### src/rtl/cophp_pkg.sv
package cophp_pkg;
  // data bus width
  localparam int          DATA_W        = 32;
  // system clock rate, and half-period of the exported coprocessor clock in system clocks
  localparam int          CLK_HZ        = 10_000_000;
  localparam int          COP_HALF      = 1;
  // reset values of the tracking outputs (all inactive except user indicator, reset low)
  localparam logic        RST_FETCH_N   = 1'b1;
  localparam logic        RST_CPI_N     = 1'b1;
  localparam logic        RST_USER_N    = 1'b0;
  localparam logic        RST_COMPACT   = 1'b0;
  localparam logic [31:0] RST_DATA      = 32'h0000_0000;

  // coprocessor handshake states
  typedef enum logic [2:0] {
    COPHP_IDLE,
    COPHP_ISSUE,
    COPHP_WAIT,
    COPHP_XFER,
    COPHP_DONE,
    COPHP_TRAP
  } cophp_state_e;
endpackage

### src/rtl/cophp_port.sv
`timescale 1ns/1ps
// Contract
// - shared 32-bit bus, valid at clock fall
// - processor gates coprocessor clock with qualifier
// - absent high at sample traps as undefined
// - absent low: wait for busy low, complete
// - busy sampled each cycle instruction indicator low
// - fetch indicator low on fetch, high data
// - instruction indicator low during coprocessor instruction
// - user indicator low in user mode
// - compact state high for 16-bit set
module cophp_port (
  input  wire logic        i_clk,
  input  wire logic        i_rst,
  // core side
  input  wire logic        i_core_fetch,
  input  wire logic        i_core_user,
  input  wire logic        i_core_compact,
  input  wire logic        i_cop_req,
  input  wire logic        i_cop_to_cop,
  input  wire logic [31:0] i_cop_wdata,
  input  wire logic [31:0] i_internal_data_bus,
  input  wire logic        i_stall,
  output logic             o_cop_done,
  output logic             o_cop_trap,
  output logic [31:0]      o_cop_rdata,
  output logic             o_cop_rvalid,
  // coprocessor pins
  output logic             o_cop_clock,
  output logic             o_cop_clock_qualifier_n,
  input  wire logic [31:0] i_cop_data_bus,
  output logic [31:0]      o_cop_data_bus,
  output logic             o_cop_data_bus_oe,
  input  wire logic        i_cop_data_drive_en,
  input  wire logic        i_cop_test_read,
  input  wire logic        i_cop_test_write,
  input  wire logic        i_cop_absent,
  input  wire logic        i_cop_busy,
  output logic             o_fetch_indicator_n,
  output logic             o_cop_instr_indicator_n,
  output logic             o_user_mode_indicator_n,
  output logic             o_compact_isa_state
);
  import cophp_pkg::*;

  cophp_state_e state;        // handshake state
  logic [1:0]   pins_s;       // synced absent and busy
  logic [31:0]  bus_s;        // synced coprocessor data bus
  logic         dbe_s;        // synced drive enable
  logic         trd_s;        // synced test read
  logic         twr_s;        // synced test write
  logic         absent_s;     // synced absent
  logic         busy_s;       // synced busy
  logic         cop_phase;    // low/high phase of exported clock
  logic         fall_now;     // next edge makes the exported clock fall
  logic         test_drive;   // legal test access, reset only

  // handshake pins pass two flops before use
  cophp_sync #(.W(2)) u_sync_ctl (
    .i_clk (i_clk),
    .i_rst (i_rst),
    .i_d   ({i_cop_absent, i_cop_busy}),
    .o_q   (pins_s)
  );
  cophp_sync #(.W(DATA_W)) u_sync_bus (
    .i_clk (i_clk),
    .i_rst (i_rst),
    .i_d   (i_cop_data_bus),
    .o_q   (bus_s)
  );
  // test strobes and drive enable are read while reset holds,
  // so their stage pair must not be cleared by reset
  logic [2:0] tst_meta;  // first stage: drive enable, test read, write
  always_ff @(posedge i_clk) begin
    tst_meta              <= {i_cop_data_drive_en, i_cop_test_read,
                              i_cop_test_write};
    {dbe_s, trd_s, twr_s} <= tst_meta;
  end

  assign absent_s = pins_s[1];
  assign busy_s   = pins_s[0];
  assign fall_now = cop_phase;
  // both strobes high is illegal, so neither wins
  assign test_drive = i_rst && (trd_s ^ twr_s);

  // exported coprocessor clock, divided from the system clock
  always_ff @(posedge i_clk) begin
    if (i_rst) begin
      cop_phase   <= 1'b0;
      o_cop_clock <= 1'b0;
    end else begin
      cop_phase   <= ~cop_phase;
      o_cop_clock <= ~cop_phase;
    end
  end

  // clock qualifier: low stalls transfers for this cycle
  always_ff @(posedge i_clk) begin
    if (i_rst) begin
      o_cop_clock_qualifier_n <= 1'b1;
    end else begin
      o_cop_clock_qualifier_n <= ~i_stall;
    end
  end

  // pipeline tracking outputs
  always_ff @(posedge i_clk) begin
    if (i_rst) begin
      o_fetch_indicator_n     <= RST_FETCH_N;
      o_user_mode_indicator_n <= RST_USER_N;
      o_compact_isa_state     <= RST_COMPACT;
    end else begin
      o_fetch_indicator_n     <= ~i_core_fetch;
      o_user_mode_indicator_n <= ~i_core_user;
      o_compact_isa_state     <= i_core_compact;
    end
  end

  // handshake state machine; sampling only on exported clock fall
  always_ff @(posedge i_clk) begin
    if (i_rst) begin
      state <= COPHP_IDLE;
    end else begin
      case (state)
        COPHP_IDLE: begin
          // wait for a falling edge to start the cycle cleanly
          if (i_cop_req && fall_now) begin
            state <= COPHP_ISSUE;
          end
        end
        COPHP_ISSUE: begin
          // end of high phase of the issue cycle decides trap
          if (fall_now) begin
            if (absent_s) begin
              state <= COPHP_TRAP;
            end else if (busy_s) begin
              state <= COPHP_WAIT;
            end else begin
              state <= COPHP_XFER;
            end
          end
        end
        COPHP_WAIT: begin
          // busy resampled at every unstalled clock fall
          if (fall_now && !i_stall) begin
            if (absent_s) begin
              state <= COPHP_TRAP;
            end else if (!busy_s) begin
              state <= COPHP_XFER;
            end
          end
        end
        COPHP_XFER: begin
          // data valid at the falling edge
          if (fall_now && !i_stall) begin
            state <= COPHP_DONE;
          end
        end
        COPHP_DONE: state <= COPHP_IDLE;
        COPHP_TRAP: state <= COPHP_IDLE;
        default:    state <= COPHP_IDLE;
      endcase
    end
  end

  // instruction indicator low throughout the handshake
  always_ff @(posedge i_clk) begin
    if (i_rst) begin
      o_cop_instr_indicator_n <= RST_CPI_N;
    end else begin
      o_cop_instr_indicator_n <=
        !(state == COPHP_ISSUE || state == COPHP_WAIT ||
          state == COPHP_XFER);
    end
  end

  // completion and trap pulses to the core
  always_ff @(posedge i_clk) begin
    if (i_rst) begin
      o_cop_done <= 1'b0;
      o_cop_trap <= 1'b0;
    end else begin
      o_cop_done <= (state == COPHP_DONE);
      o_cop_trap <= (state == COPHP_TRAP);
    end
  end

  // read capture from coprocessor at the falling edge
  always_ff @(posedge i_clk) begin
    if (i_rst) begin
      o_cop_rdata  <= RST_DATA;
      o_cop_rvalid <= 1'b0;
    end else begin
      o_cop_rvalid <= 1'b0;
      if (state == COPHP_XFER && fall_now && !i_stall &&
          !i_cop_to_cop && dbe_s) begin
        o_cop_rdata  <= bus_s;
        o_cop_rvalid <= 1'b1;
      end
    end
  end

  // bus drive: never while coprocessor claims it
  // test access drives internal data during reset
  always_ff @(posedge i_clk) begin
    if (test_drive) begin
      o_cop_data_bus    <= i_internal_data_bus;
      o_cop_data_bus_oe <= !dbe_s;
    end else if (i_rst) begin
      o_cop_data_bus    <= RST_DATA;
      o_cop_data_bus_oe <= 1'b0;
    end else begin
      o_cop_data_bus    <= i_cop_wdata;
      o_cop_data_bus_oe <= (state == COPHP_XFER) && i_cop_to_cop &&
                           !dbe_s;
    end
  end
endmodule

### src/rtl/cophp_sync.sv
`timescale 1ns/1ps
// two-flop synchroniser for pin inputs; first stage is read only by second
module cophp_sync #(
  parameter int W = 1
) (
  input  wire logic         i_clk,
  input  wire logic         i_rst,
  input  wire logic [W-1:0] i_d,
  output logic      [W-1:0] o_q
);
  logic [W-1:0] meta;  // first stage, metastability catch

  // two stages, cleared by reset
  always_ff @(posedge i_clk) begin
    if (i_rst) begin
      meta <= '0;
      o_q  <= '0;
    end else begin
      meta <= i_d;
      o_q  <= meta;
    end
  end
endmodule

### config.mk
export PLATFORM = sky130hd
export DESIGN_NAME = cophp_port
export DESIGN_NICKNAME = d
export VERILOG_FILES = /design/src/rtl/cophp_pkg.sv /design/src/rtl/cophp_port.sv /design/src/rtl/cophp_sync.sv
export SDC_FILE = /design/constraint.sdc
export NUM_CORES = 1
export LEC_CHECK = 0
export ABC_AREA = 1
export BUFFER_PORTS_ARGS = -buffer_cell sky130_fd_sc_hd__buf_4
export CAP_MARGIN = 20
export CORE_MARGIN = 4
export CORE_UTILIZATION = 52
export CTS_BUF_LIST = sky130_fd_sc_hd__clkbuf_16
export DETAILED_ROUTE_END_ITERATION = 6
export PLACE_DENSITY_LB_ADDON = 0.15
export SLEW_MARGIN = 0
export SYNTH_ARGS = -nofsm -noshare
export SYNTH_HDL_FRONTEND = slang
export SYNTH_SLANG_ARGS = --single-unit
### constraint.sdc
create_clock -name i_clk -period 2.7 [get_ports i_clk]
set_input_delay 0.27 -clock i_clk [delete_from_list [all_inputs] [get_ports i_clk]]
set_output_delay 0.27 -clock i_clk [all_outputs]
set_load 0.01 [all_outputs]
# [Yosys cells after proc, flatten, opt, wreduce, memory -nomap -nowiden]
# Index checks and enable logic that the tools add are counted.
[word_totals] regBits=151 latchBits=0 mem_bits_rw=0 romBits=0 wordCells=67 memories=0
[classes] add_sub_neg=0 n_mul=0 div=0 order_cmp=0 eq_ne=10 shift=0 muxes=14 n_bitwise=5 n_reduce_logical=17
[op_table] operator="two-way mux 32 bit" count=2
[op_table] operator="two-way mux 3 bit" count=7
[op_table] operator="case mux 3 bit (4 select lines)" count=1
[op_table] operator="logical AND 1 bit" count=9
[op_table] operator="!= test 2 bit, second input constant" count=4
[op_table] operator="== test 3 x 2 -> 1 bit, second input constant" count=2
[op_table] operator="== test 3 bit, second input constant" count=2
[op_table] operator="AND reduction 5 bit" count=1
[op_table] operator="logical NOT 1 bit" count=4
[op_table] operator="two-way mux 1 bit" count=4
[op_table] operator="inverter 1 bit" count=4
[op_table] operator="== test 3 x 1 -> 1 bit, second input constant" count=1
[op_table] operator="logical NOT 3 bit" count=1
[op_table] operator="!= test 3 x 2 -> 1 bit, second input constant" count=1
[op_table] operator="logical OR 1 bit" count=2
[op_table] operator="XOR 1 bit" count=1

# [Depth between registers and ports, before layout]
# Gate-level depths: netlist (run 1).
[logic_depth] depth_word=6 ltp_mapped=8 ltp_nobuf=8

# [Hierarchy]
# Synthesis (run 1) repeated with hierarchy kept, for this count alone.
[hier_totals] cells_unflattened=560 hier_area_um2=4893.4
[modules_own_cells] mod="cophp_port" n_inst=1 cells_each=349 area_per_inst_um2=2942.8 seq_area_each_um2=1661.6
[modules_own_cells] mod="cophp_sync at u_sync_bus" n_inst=1 cells_each=199 area_per_inst_um2=1840.5 seq_area_each_um2=1281.2
[modules_own_cells] mod="cophp_sync at u_sync_ctl" n_inst=1 cells_each=12 area_per_inst_um2=110.1 seq_area_each_um2=80.1

# [Least setup slack after synthesis (run 1)]
# Ideal clock, no wire load.
[synth_timing] path_kind="reg2reg" start="register cop_phase" end="register o_cop_rdata[10]" setup_time_ns=0.132 arrival_time_ns=1.190 t_required_ns=2.568 setup_slack_ns=1.378 stages_incl_launch_ff=7 synth_period_minus_slack_ns=1.322 cell_sequence="dfxtp_1 -> nand2_1 -> nor3b_4 -> nand2_4 -> buf_6 -> nand2_1 -> a21oi_1"
[synth_via] elab_chain_len=4
[synth_rtl] item="from (decl)" line_no="cophp_port.sv:54" text="logic cop_phase;"
[synth_rtl] item="from (signal assigned)" line_no="cophp_port.sv:92" text="cop_phase <= ~cop_phase;"
[synth_rtl] item="logical AND 1 bit (3 in series)" line_no="cophp_port.sv:195" text="if (state == COPHP_XFER && fall_now && !i_stall &&"
[synth_rtl] item="logical AND 1 bit" line_no="cophp_port.sv:196" text="!i_cop_to_cop && dbe_s) begin"
[synth_rtl] item="to (signal assigned)" line_no="cophp_port.sv:197" text="o_cop_rdata <= bus_s;"
[synth_rtl] item="to (decl)" line_no="cophp_port.sv:26" text="output logic [31:0] o_cop_rdata,"
# No other way between the ends.
# A chain may end at the register's enable or synchronous reset.

# [Final worst setup path (run 1)]
[layout_timing] start="register cop_phase" end="register o_cop_rdata[3]"
# Same word-level chain as after synthesis.

==> results by group, run 1 <==
Floorplanning
  – Die area: 10900 um^2
  – Number of ports placed on the die boundary: 183
  – Overall die height: 104 um
  – Row Count: 34
  – Area inside the core boundary: just under 9000 um^2
  – Initial cell density of the core: between 50% and 60%
  – Floorplan die width: approximately 100 um

Finish
  – Final net count: ~850
  – Share of layout cells above drive strength 1: about 30%
  – Antenna cell count: 0
  – Final core utilization: roughly 76%
  – Post-synthesis to final-layout area growth: 40.8%
  – Final standard cell area without fillers: a little under 7000 um^2
  – Fin cells: about 870

Timing
  – Max Clk Rate: 0.553 GHz
  – Headroom to the max-slew limit: between 20% and 30%
  – Hold WS: roughly 0.028 ns
  – Post-layout worst setup margin: 0.892 ns
  – Final sum of negative setup slack: 0 ns
  – Clock period minus final worst setup slack: 1.81 ns
  – Number of setup violations in the final report: 0
  – RSZ-0062 raised after global routing: no
  – Final cycle utilization of the critical path: between 60% and 70%
  – Largest clock skew in the final design: between 0.01 and 0.015 ns
  – Total count of max-transition violations in the final report: 0
  – Hold violation total from the final report: 0
  – Pin slew with the least headroom to its limit: roughly 1.1 ns

Worst setup path
  – Required time worst endpoint: just under 3 ns
  – Crit path kind: flop to flop
  – Ordered list of cells on the worst path: nand2_1 -> nor3b_4 -> nand2_4 -> nand2_1 -> a21oi_2
  – Slowest stage delay, CP: ~0.54 ns
  – Critical-path cell with the highest stage delay: sky130_fd_sc_hd__nor3b_4
  – Endpoint kind of the worst setup timing path: flop
  – Worst-case reg-to-reg path depth: 5
  – Setup crit start kind: flop
  – Number of buffer and inverter stages on the critical path: 0
  – Dominant cell type by count on the critical path: sky130_fd_sc_hd__nand2_1
  – Arrival time at the worst endpoint: about 2.1 ns
  – Number of stages on the worst setup path: 5
  – CP Max Fanout: 33
  – Kind of cell with the highest combined delay on the critical path: simple AND/OR/NAND/NOR gates

Global route
  – Sum of overflow across all layers after global routing: 0
  – Initial antenna violation count: 0
  – Vias in the first global route: 3895
  – Total routing usage reported by global routing: 19.9%
  – Largest net degree at the start of global routing: between 50 and 60
  – First-pass GRT wire length: ~17000 um

Routing
  – Initial DRT Pass Iterations: 4
  – Count of nets left with antenna violations after detail routing: 0
  – Mean number of vias per cell: ~4.6
  – DR iter-0 viols: 131
  – Wirelength per Cell: 12.4 um
  – Number of DRC violations after detailed routing: 0
  – Vias: 3956
  – Final routed wirelength across all metal layers: around 11000 um

CTS
  – Number of buffers inserted to repair setup after CTS: 0
  – Clock latency on the worst-skew pair: between 0.4 and 0.5 ns
  – CTS Buf Count: 17
  – CTS Hold Bufs: 4
  – Clock tree from TritonCTS: done
  – Clock Pin Slew Worst Setup and Hold Paths: ~0.060 ns
  – Clk Tree Root Cell: sky130_fd_sc_hd__clkbuf_16
  – # H-tree levels: 4
  – CTS Buffer Depth: 2
  – Sinks on the clock net: between 150 and 200
  – Count of instances resized after the clock tree is built: 0

Power
  – Combinational power share: roughly 8%
  – Power dissipated by switching net loads: between 1 and 1.5 mW
  – Clock group share of total power: between 40 and 50%
  – Total power per unit cell area: approximately 730 nW/um^2
  – Switching power as a share of total power: a little under a quarter
  – Cell internal pwr: between 3 and 4 mW
  – Maximum ir drop on the vdd rail: approximately 0.38 mV
  – Total chip power: a little under 5 mW
  – Reported leakage power: approximately 3.4 nW
  – Fraction of power consumed by sequential logic: 47.5%

Place
  – Post-detail-place hpwl: 7680 um
  – Input/output buffers: between 150 and 200
  – Final Wtd Congestion: roughly 0.76
  – Post-placement cell count: about 830
  – Placement Cell Area: just over 6000 um^2
  – Worst Setup Slack post-DPL: between 0.8 and 0.9 ns

Yosys
  – Number of instances in the synthesized netlist: approximately 560
  – Fraction of the yosys area taken by sequential cells: a little over three fifths
  – Mean instance size in the synthesized netlist: ~8.6 um^2
  – Yosys cell types: 20
  – Most area-consuming cells after synthesis: sky130_fd_sc_hd__dfxtp_1, sky130_fd_sc_hd__inv_1, sky130_fd_sc_hd__nand2_1
  – YS warnings: 0
  – Synth top area share: a little over three fifths
  – Synth area leader: sky130_fd_sc_hd__dfxtp_1
  – Mapped Area: roughly 4800 um^2
  – Syn_nets: approximately 670
  – Number of register bits inferred by synthesis: approximately 150

Hold path
  – Min-Delay Path Class: input pin to flop
  – Instance count along the most critical hold path: 2

Outcome
  – Result of the run: finished clean

Run
  – # Max-Cap Violations: 0
-- state kept, by name (all words and copies together), names as in the netlist --
name                     count
o_cop_data_bus              32
o_cop_rdata                 32
u_sync_bus.meta             32
u_sync_bus.o_q              32
state                        3
tst_meta                     3
u_sync_ctl.meta              2
u_sync_ctl.o_q               2
cop_phase                    1
dbe_s                        1
o_compact_isa_state          1
o_cop_clock_qualifier_n      1
o_cop_data_bus_oe            1
o_cop_done                   1
o_cop_instr_indicator_n      1
o_cop_rvalid                 1
o_cop_trap                   1
o_fetch_indicator_n          1
o_user_mode_indicator_n      1
trd_s                        1
twr_s                        1
-- logic make-up (layout without fill, tap and decap cells) --
family	Yosys count	after routing	share of synthesized area [%]
and+or+nand+nor	201	201	17.5
DFF	151	151	62.6
buffers and inverters	138	333	12.4
AOI/OAI and AO/OA	72	72	7.54
-- synthesized netlist by cell type --
cell type,n
sky130_fd_sc_hd__dfxtp_1,151
sky130_fd_sc_hd__inv_1,107
sky130_fd_sc_hd__nand2_1,79
sky130_fd_sc_hd__nor2_1,76
sky130_fd_sc_hd__nand3_1,40
sky130_fd_sc_hd__a21oi_1,37
sky130_fd_sc_hd__o21ai_0,34
sky130_fd_sc_hd__clkbuf_1,12
sky130_fd_sc_hd__buf_6,6
sky130_fd_sc_hd__buf_1,4
sky130_fd_sc_hd__buf_2,3
sky130_fd_sc_hd__clkbuf_8,3
sky130_fd_sc_hd__inv_2,2
sky130_fd_sc_hd__nor4_1,2
sky130_fd_sc_hd__a21oi_2,1
sky130_fd_sc_hd__clkinv_1,1
sky130_fd_sc_hd__nand2_4,1
sky130_fd_sc_hd__nor3_4,1
sky130_fd_sc_hd__nor3b_4,1
sky130_fd_sc_hd__or2_2,1
-- area by class of cell --
| type | count | area [um^2] |
|---|---|---|
| inverter | 110 | 413 |
| clock inverter | 15 | 145 |
| sequential | 151 | 3020 |
| tap | 108 | 135 |
| clock buffer | 17 | 425 |
| multi-input combinational | 273 | 1210 |
| timing repair buffer | 191 | 1440 |
| fill | 622 | 2090 |
-- power by group through the flow --
stage	clock network, mW	logic, mW	registers (mW)
detailed placement	0	0.391	2.41
floorplan	0	0.144	2.43
global placement	0	0.380	2.41
finish	2.22	0.393	2.36
CTS	2.26	0.399	2.36
global route	2.37	0.439	2.37
-- cell usage in the layout, fill, tap and decap left out, types with 2 or more instances in the layout --
cell type / synthesis / layout
sky130_fd_sc_hd__nand2_1: 79 / 79
sky130_fd_sc_hd__buf_4: 0 / 187
sky130_fd_sc_hd__nand3_1: 40 / 40
sky130_fd_sc_hd__dfxtp_1: 151 / 151
sky130_fd_sc_hd__inv_2: 2 / 2
sky130_fd_sc_hd__nor2_1: 76 / 76
sky130_fd_sc_hd__a21oi_1: 37 / 37
sky130_fd_sc_hd__o21ai_0: 34 / 33
sky130_fd_sc_hd__nor4_1: 2 / 2
sky130_fd_sc_hd__clkinv_4: 0 / 4
sky130_fd_sc_hd__dlygate4sd3_1: 0 / 4
sky130_fd_sc_hd__clkinvlp_4: 0 / 3
sky130_fd_sc_hd__clkbuf_16: 0 / 17
sky130_fd_sc_hd__inv_6: 0 / 3
sky130_fd_sc_hd__inv_1: 107 / 107
sky130_fd_sc_hd__clkinv_1: 1 / 2
sky130_fd_sc_hd__inv_8: 0 / 2
-- layer usage --
metal / part of all wire, % / global-route usage (%)
met5: 0 / 0
met4: 1.3 / 7.88
met3: 9.1 / 8.50
met2: 53 / 36.7
met1: 37 / 19.5
-- final timing paths --
| path | slack, ns | startpoint | to |
|---|---|---|---|
| max | 0.89 | cop_phase | o_cop_rdata[3] |
| min | 0.03 | i_core_fetch | o_fetch_indicator_n |
| max reg2reg | 0.89 | cop_phase | o_cop_rdata[3] |
| min reg2reg | 0.33 | tst_meta[1] | trd_s |
Note: power is estimated with default switching activity, not from simulation.
==> inputs of run 2 (changes only) <==
--- a/config.mk
+++ b/config.mk
@@ -9,7 +9,7 @@
 export BUFFER_PORTS_ARGS = -buffer_cell sky130_fd_sc_hd__buf_4
 export CAP_MARGIN = 20
 export CORE_MARGIN = 4
-export CORE_UTILIZATION = 52
+export CORE_UTILIZATION = 48
 export CTS_BUF_LIST = sky130_fd_sc_hd__clkbuf_16
 export DETAILED_ROUTE_END_ITERATION = 6
 export PLACE_DENSITY_LB_ADDON = 0.15
==> constraint.sdc (replaced) <==
create_clock -name i_clk -period 1.69 [get_ports i_clk]
set_input_delay 0.169 -clock i_clk [delete_from_list [all_inputs] [get_ports i_clk]]
set_output_delay 0.169 -clock i_clk [all_outputs]
set_load 0.01 [all_outputs]
==> run 2 against run 1 <==
Non-clock buffer count grew 70. Count of clock-buffer cells in the layout is the same. Clock skew shrank 0.0045 ns. Die area grew 7.7%. First-iteration DRC count grew 43%. Routed wire length grew 16%. Flip-flop and latch count is the same. Critical endpoint is now o_cop_rdata[31]. Largest power group unchanged.
==> results by group, run 2 (synthesis results as in run 1) <==
Floorplanning
  – Floorplan die width: 108 um
  – Die area: 11700 um^2
  – Overall die height: approximately 110 um
  – Number of ports placed on the die boundary: between 150 and 200
  – Row Count: 36
  – Area inside the core boundary: 9770 um^2
  – Initial cell density of the core: slightly below 50%

Worst setup path
  – Endpoint kind of the worst setup timing path: flop
  – Setup crit start kind: input pin
  – Arrival time at the worst endpoint: 1.78 ns
  – CP Max Fanout: 33
  – Crit path kind: input pin to flop
  – Required time worst endpoint: 1.96 ns
  – Minimum setup slack among reg-to-reg paths: approximately 0.26 ns

Timing
  – Headroom to the max-slew limit: a little over two thirds
  – Total count of max-transition violations in the final report: 0
  – Largest clock skew in the final design: around 0.0078 ns
  – Final cycle utilization of the critical path: 89.6%
  – Max Clk Rate: 0.660 GHz
  – Final sum of negative setup slack: 0 ns
  – Pin slew with the least headroom to its limit: around 0.44 ns
  – Number of setup violations in the final report: 0
  – Clock period minus final worst setup slack: 1.51 ns
  – RSZ-0062 raised after global routing: no
  – Hold violation total from the final report: 0

Global route
  – Largest net degree at the start of global routing: roughly 110
  – Initial antenna violation count: 1
  – First-pass GRT wire length: 20000 um
  – Total routing usage reported by global routing: 22.1%
  – Vias in the first global route: approximately 4.5k
  – Sum of overflow across all layers after global routing: 0

Power
  – Total power per unit cell area: approximately 1100 nW/um^2
  – Maximum ir drop on the vdd rail: 0.714 mV
  – Reported leakage power: roughly 3.7 nW

Finish
  – Final net count: 923
  – Most common library cell in the layout ignoring fill and taps: sky130_fd_sc_hd__buf_4
  – Filler cell count: between 600 and 700
  – Post-synthesis to final-layout area growth: 56.9%
  – Most frequent cells in the layout: sky130_fd_sc_hd__buf_4, sky130_fd_sc_hd__dfxtp_1, sky130_fd_sc_hd__inv_1, sky130_fd_sc_hd__nand2_1, sky130_fd_sc_hd__nor2_1
  – Final core utilization: about 78%
  – Share of layout cells above drive strength 1: a little over a quarter

Routing
  – Metal-1 WL: 4500 um
  – Mean number of vias per cell: approximately 4.5
  – Number of DRC violations after detailed routing: 0
  – Count of nets left with antenna violations after detail routing: 0
  – Amount of wire on met3 after detailed routing: between 800 and 900 um
  – Amount of wire on met2 after detailed routing: roughly 6800 um
  – Uppermost routed layer: met4
  – Final routed wirelength across all metal layers: roughly 12000 um
  – Wirelength per Cell: ~13 um
  – Initial DRT Pass Iterations: 5
  – Vias: 4337
  – DR iter-0 viols: ~190

Place
  – Input/output buffers: roughly 180
  – Post-detail-place hpwl: around 7500 um
  – Final Wtd Congestion: 0.804

CTS
  – # H-tree levels: 4
  – Count of instances resized after the clock tree is built: 0
  – Clock Pin Slew Worst Setup and Hold Paths: approximately 0.060 ns
  – Sinks on the clock net: between 150 and 200
  – CTS Buf Count: 17
  – CTS Buffer Depth: 2
  – Clock latency on the worst-skew pair: approximately 0.40 ns
  – Clock tree from TritonCTS: done
  – CTS Hold Bufs: about 70
  – Clk Tree Root Cell: sky130_fd_sc_hd__clkbuf_16
  – Number of buffers inserted to repair setup after CTS: 0

Hold path
  – Min-Delay Path Class: input pin to flop

Outcome
  – Result of the run: finished clean

Run
  – # Max-Cap Violations: 0
==> run 2: worst paths after layout <==
kind                   start  cells past startpoint                 end
max                  i_stall                      8     o_cop_rdata[31]
min          i_cop_wdata[26]                      3  o_cop_data_bus[26]
max reg2reg        cop_phase                      5     o_cop_rdata[31]
min reg2reg      tst_meta[2]                      0               dbe_s
==> run 2: metal layers <==
| layer | global-route usage (%) | vias to the layer above |
|---|---|---|
| met3 | 7.28 | 30 |
| met2 | 41.0 | 158 |
| met5 | 0 | - |
| met4 | 11.9 | 0 |
| li1 | - | 2191 |
| met1 | 21.4 | 1958 |
==> run 2: final cells by class <==
class | count | area [um^2] | area share (%)
inverter | 110 | 413 | 5.45
antenna | 1 | 2.50 | 0.0330
tap | 133 | 166 | 2.20
clock inverter | 11 | 160 | 2.11
sequential | 151 | 3020 | 39.9
multi-input combinational | 273 | 1210 | 16.0
clock buffer | 17 | 425 | 5.61
timing repair buffer | 261 | 2170 | 28.7
==> run 2: critical path, stage by stage <==
cell and delay [ns]:
sky130_fd_sc_hd__dlygate4sd3_1 0.55, sky130_fd_sc_hd__buf_4 0.14, sky130_fd_sc_hd__inv_1 0.04, sky130_fd_sc_hd__nand2_1 0.09
sky130_fd_sc_hd__nor3b_4 0.27, sky130_fd_sc_hd__nand2_4 0.28, sky130_fd_sc_hd__nand2_1 0.15, sky130_fd_sc_hd__a21oi_1 0.08
==> run 2: power breakdown <==
part | internal (mW) | switching [mW] | total, mW
Combinational | 0.446 | 0.336 | 0.783
Clock | 2.42 | 1.34 | 3.76
Sequential | 3.73 | 0.0532 | 3.78
Total | 6.59 | 1.73 | 8.32
==> run 2: stage by stage <==
step | setup WS (ns) | cells | power, mW | hold WS, ns | area (um^2)
floorplan | 0.368 | 562 | 4.11 | 0.197 | 4830
CTS | 0.140 | 955 | 8.36 | 0.00611 | 7560
finish | 0.175 | 957 | 8.32 | 0.0165 | 7580
global placement | 0.254 | 855 | 4.46 | 0.275 | 6250
detailed placement | 0.186 | 855 | 4.48 | 0.278 | 6250
global route | 0.0116 | 957 | 8.62 | 0.0124 | 7580
==> inputs of run 3 (changes only) <==
--- a/config.mk
+++ b/config.mk
@@ -12,6 +12,7 @@
 export CORE_UTILIZATION = 48
 export CTS_BUF_LIST = sky130_fd_sc_hd__clkbuf_16
 export DETAILED_ROUTE_END_ITERATION = 6
+export HOLD_SLACK_MARGIN = 0.08
 export PLACE_DENSITY_LB_ADDON = 0.15
 export SLEW_MARGIN = 0
 export SYNTH_ARGS = -nofsm -noshare
==> run 3 against run 2 <==
Maximum frequency decreased by 1.6%. Setup slack got worse by 0.025 ns. Utilization increased by 3.5 points. Critical path depth unchanged. Flip-flop and latch count unchanged. Combinational power increased by 11%. Critical path type unchanged. Highest routed layer unchanged.
==> results by group, run 3 (synthesis results as in run 1) <==
Global route
  – Initial antenna violation count: 0
  – Total routing usage reported by global routing: between 20% and 30%
  – Vias in the first global route: ~4.9k
  – First-pass GRT wire length: 22500 um
  – Largest net degree at the start of global routing: 109
  – Sum of overflow across all layers after global routing: 0

CTS
  – Clock Pin Slew Worst Setup and Hold Paths: about 0.060 ns
  – CTS Buf Count: 17
  – Clk Tree Root Cell: sky130_fd_sc_hd__clkbuf_16
  – CTS Buffer Depth: 2
  – Count of instances resized after the clock tree is built: 0
  – Clock tree from TritonCTS: done
  – # H-tree levels: 4
  – Clock latency on the worst-skew pair: 0.41 ns
  – Sinks on the clock net: 151

Timing
  – Final sum of negative setup slack: 0 ns
  – Total count of max-transition violations in the final report: 0
  – Largest clock skew in the final design: ~0.0084 ns
  – Headroom to the max-slew limit: ~70%
  – RSZ-0062 raised after global routing: yes
  – Max Clk Rate: roughly 0.65 GHz
  – Hold violation total from the final report: 0
  – Final cycle utilization of the critical path: approximately 90%
  – Number of setup violations in the final report: 0
  – Pin slew with the least headroom to its limit: about 0.45 ns
  – Clock period minus final worst setup slack: ~1.5 ns

Finish
  – Share of layout cells above drive strength 1: about a quarter
  – Final net count: 957
  – Fin cells: 990
  – Antenna cell count: 0
  – Post-synthesis to final-layout area growth: 63.8%
  – Most common library cell in the layout ignoring fill and taps: sky130_fd_sc_hd__buf_4
  – Most frequent cells in the layout: sky130_fd_sc_hd__buf_4, sky130_fd_sc_hd__dfxtp_1, sky130_fd_sc_hd__inv_1, sky130_fd_sc_hd__dlygate4sd3_1, sky130_fd_sc_hd__nand2_1

Floorplanning
  – Die area: roughly 12000 um^2
  – Initial cell density of the core: about 49%
  – Area inside the core boundary: about 9800 um^2
  – Row Count: 36
  – Overall die height: around 110 um
  – Floorplan die width: ~110 um
  – Number of ports placed on the die boundary: between 150 and 200

Worst setup path
  – Endpoint kind of the worst setup timing path: flop
  – Arrival time at the worst endpoint: 1.81 ns
  – Setup crit start kind: input pin
  – CP Max Fanout: 33
  – Required time worst endpoint: 1.96 ns
  – Crit path kind: input pin to flop

Place
  – Post-detail-place hpwl: ~7500 um
  – Final Wtd Congestion: 0.804
  – Post-placement cell count: about 860
  – Input/output buffers: around 180

Power
  – Total power per unit cell area: 1060 nW/um^2
  – Total chip power: 8.42 mW
  – Reported leakage power: roughly 3.8 nW
  – Maximum ir drop on the vdd rail: about 0.73 mV

Routing
  – Count of nets left with antenna violations after detail routing: 0
  – Wirelength per Cell: about 14 um
  – DR iter-0 viols: 240
  – Mean number of vias per cell: between 4 and 5
  – Initial DRT Pass Iterations: 5
  – Number of DRC violations after detailed routing: 0
  – Vias: between 4k and 5k
  – Final routed wirelength across all metal layers: between 10000 and 15000 um

Hold path
  – Min-Delay Path Class: input pin to flop

Run
  – # Max-Cap Violations: 0

Outcome
  – Result of the run: finished clean
-- run 3: cell type report --
class / count / area (um^2)
flip-flops and latches: 151 / 3020
inverters: 110 / 413
fillers: 561 / 1860
repair buffers: 295 / 2510
multi-input cells: 273 / 1210
well taps: 133 / 166
clock buffers: 17 / 425
clock inverters: 11 / 160
-- run 3: metal layers --
metal	GRT usage, %	routed length [um]
met5	0	0
met4	18.5	862
met3	8.42	1110
met2	44.8	7420
met1	23.7	4790
-- run 3: worst paths after layout --
path / from / endpoint / slack (ns) / depth (start not counted)
worst max-delay path: i_stall / o_cop_rdata[31] / 0.15 / 8
worst min-delay path: i_rst / o_cop_instr_indicator_n / 0.24 / 4
worst max register to register: cop_phase / o_cop_rdata[31] / 0.24 / 5
worst min register to register: tst_meta[2] / dbe_s / 0.33 / 0
-- run 3: repair_timing --
action | CTS | global route
hold buffers | 106 | 0
endpoints found under the hold margin | 74 | 0
setup buffers | 0 | 0
setup endpoints to repair | 0 | 1
-- run 3: power by group --
group | internal, mW | total (mW) | switching [mW]
clock | 2.42 | 3.76 | 1.34
sequential | 3.73 | 3.78 | 0.0581
combinational | 0.498 | 0.873 | 0.375
-- run 3: worst max-delay path, cell delays in order --
cell and delay, ns:
sky130_fd_sc_hd__dlygate4sd3_1 0.56, sky130_fd_sc_hd__buf_4 0.15, sky130_fd_sc_hd__inv_1 0.04, sky130_fd_sc_hd__nand2_1 0.09, sky130_fd_sc_hd__nor3b_4 0.27, sky130_fd_sc_hd__nand2_4 0.28, sky130_fd_sc_hd__nand2_1 0.15, sky130_fd_sc_hd__a21oi_1 0.09
-- run 3: metrics by stage --
step | instance area, um^2 | utilization (%) | hold slack (ns) | worst slack [ns]
floorplan | 4830 | - | 0.197 | 0.368
global placement | 6250 | 64.0 | 0.275 | 0.254
detailed placement | 6250 | 64.0 | 0.278 | 0.186
CTS | 7900 | 80.8 | 0.226 | 0.140
global route | 7920 | 81.0 | 0.266 | -0.00108
finish | 7920 | 81.0 | 0.239 | 0.150
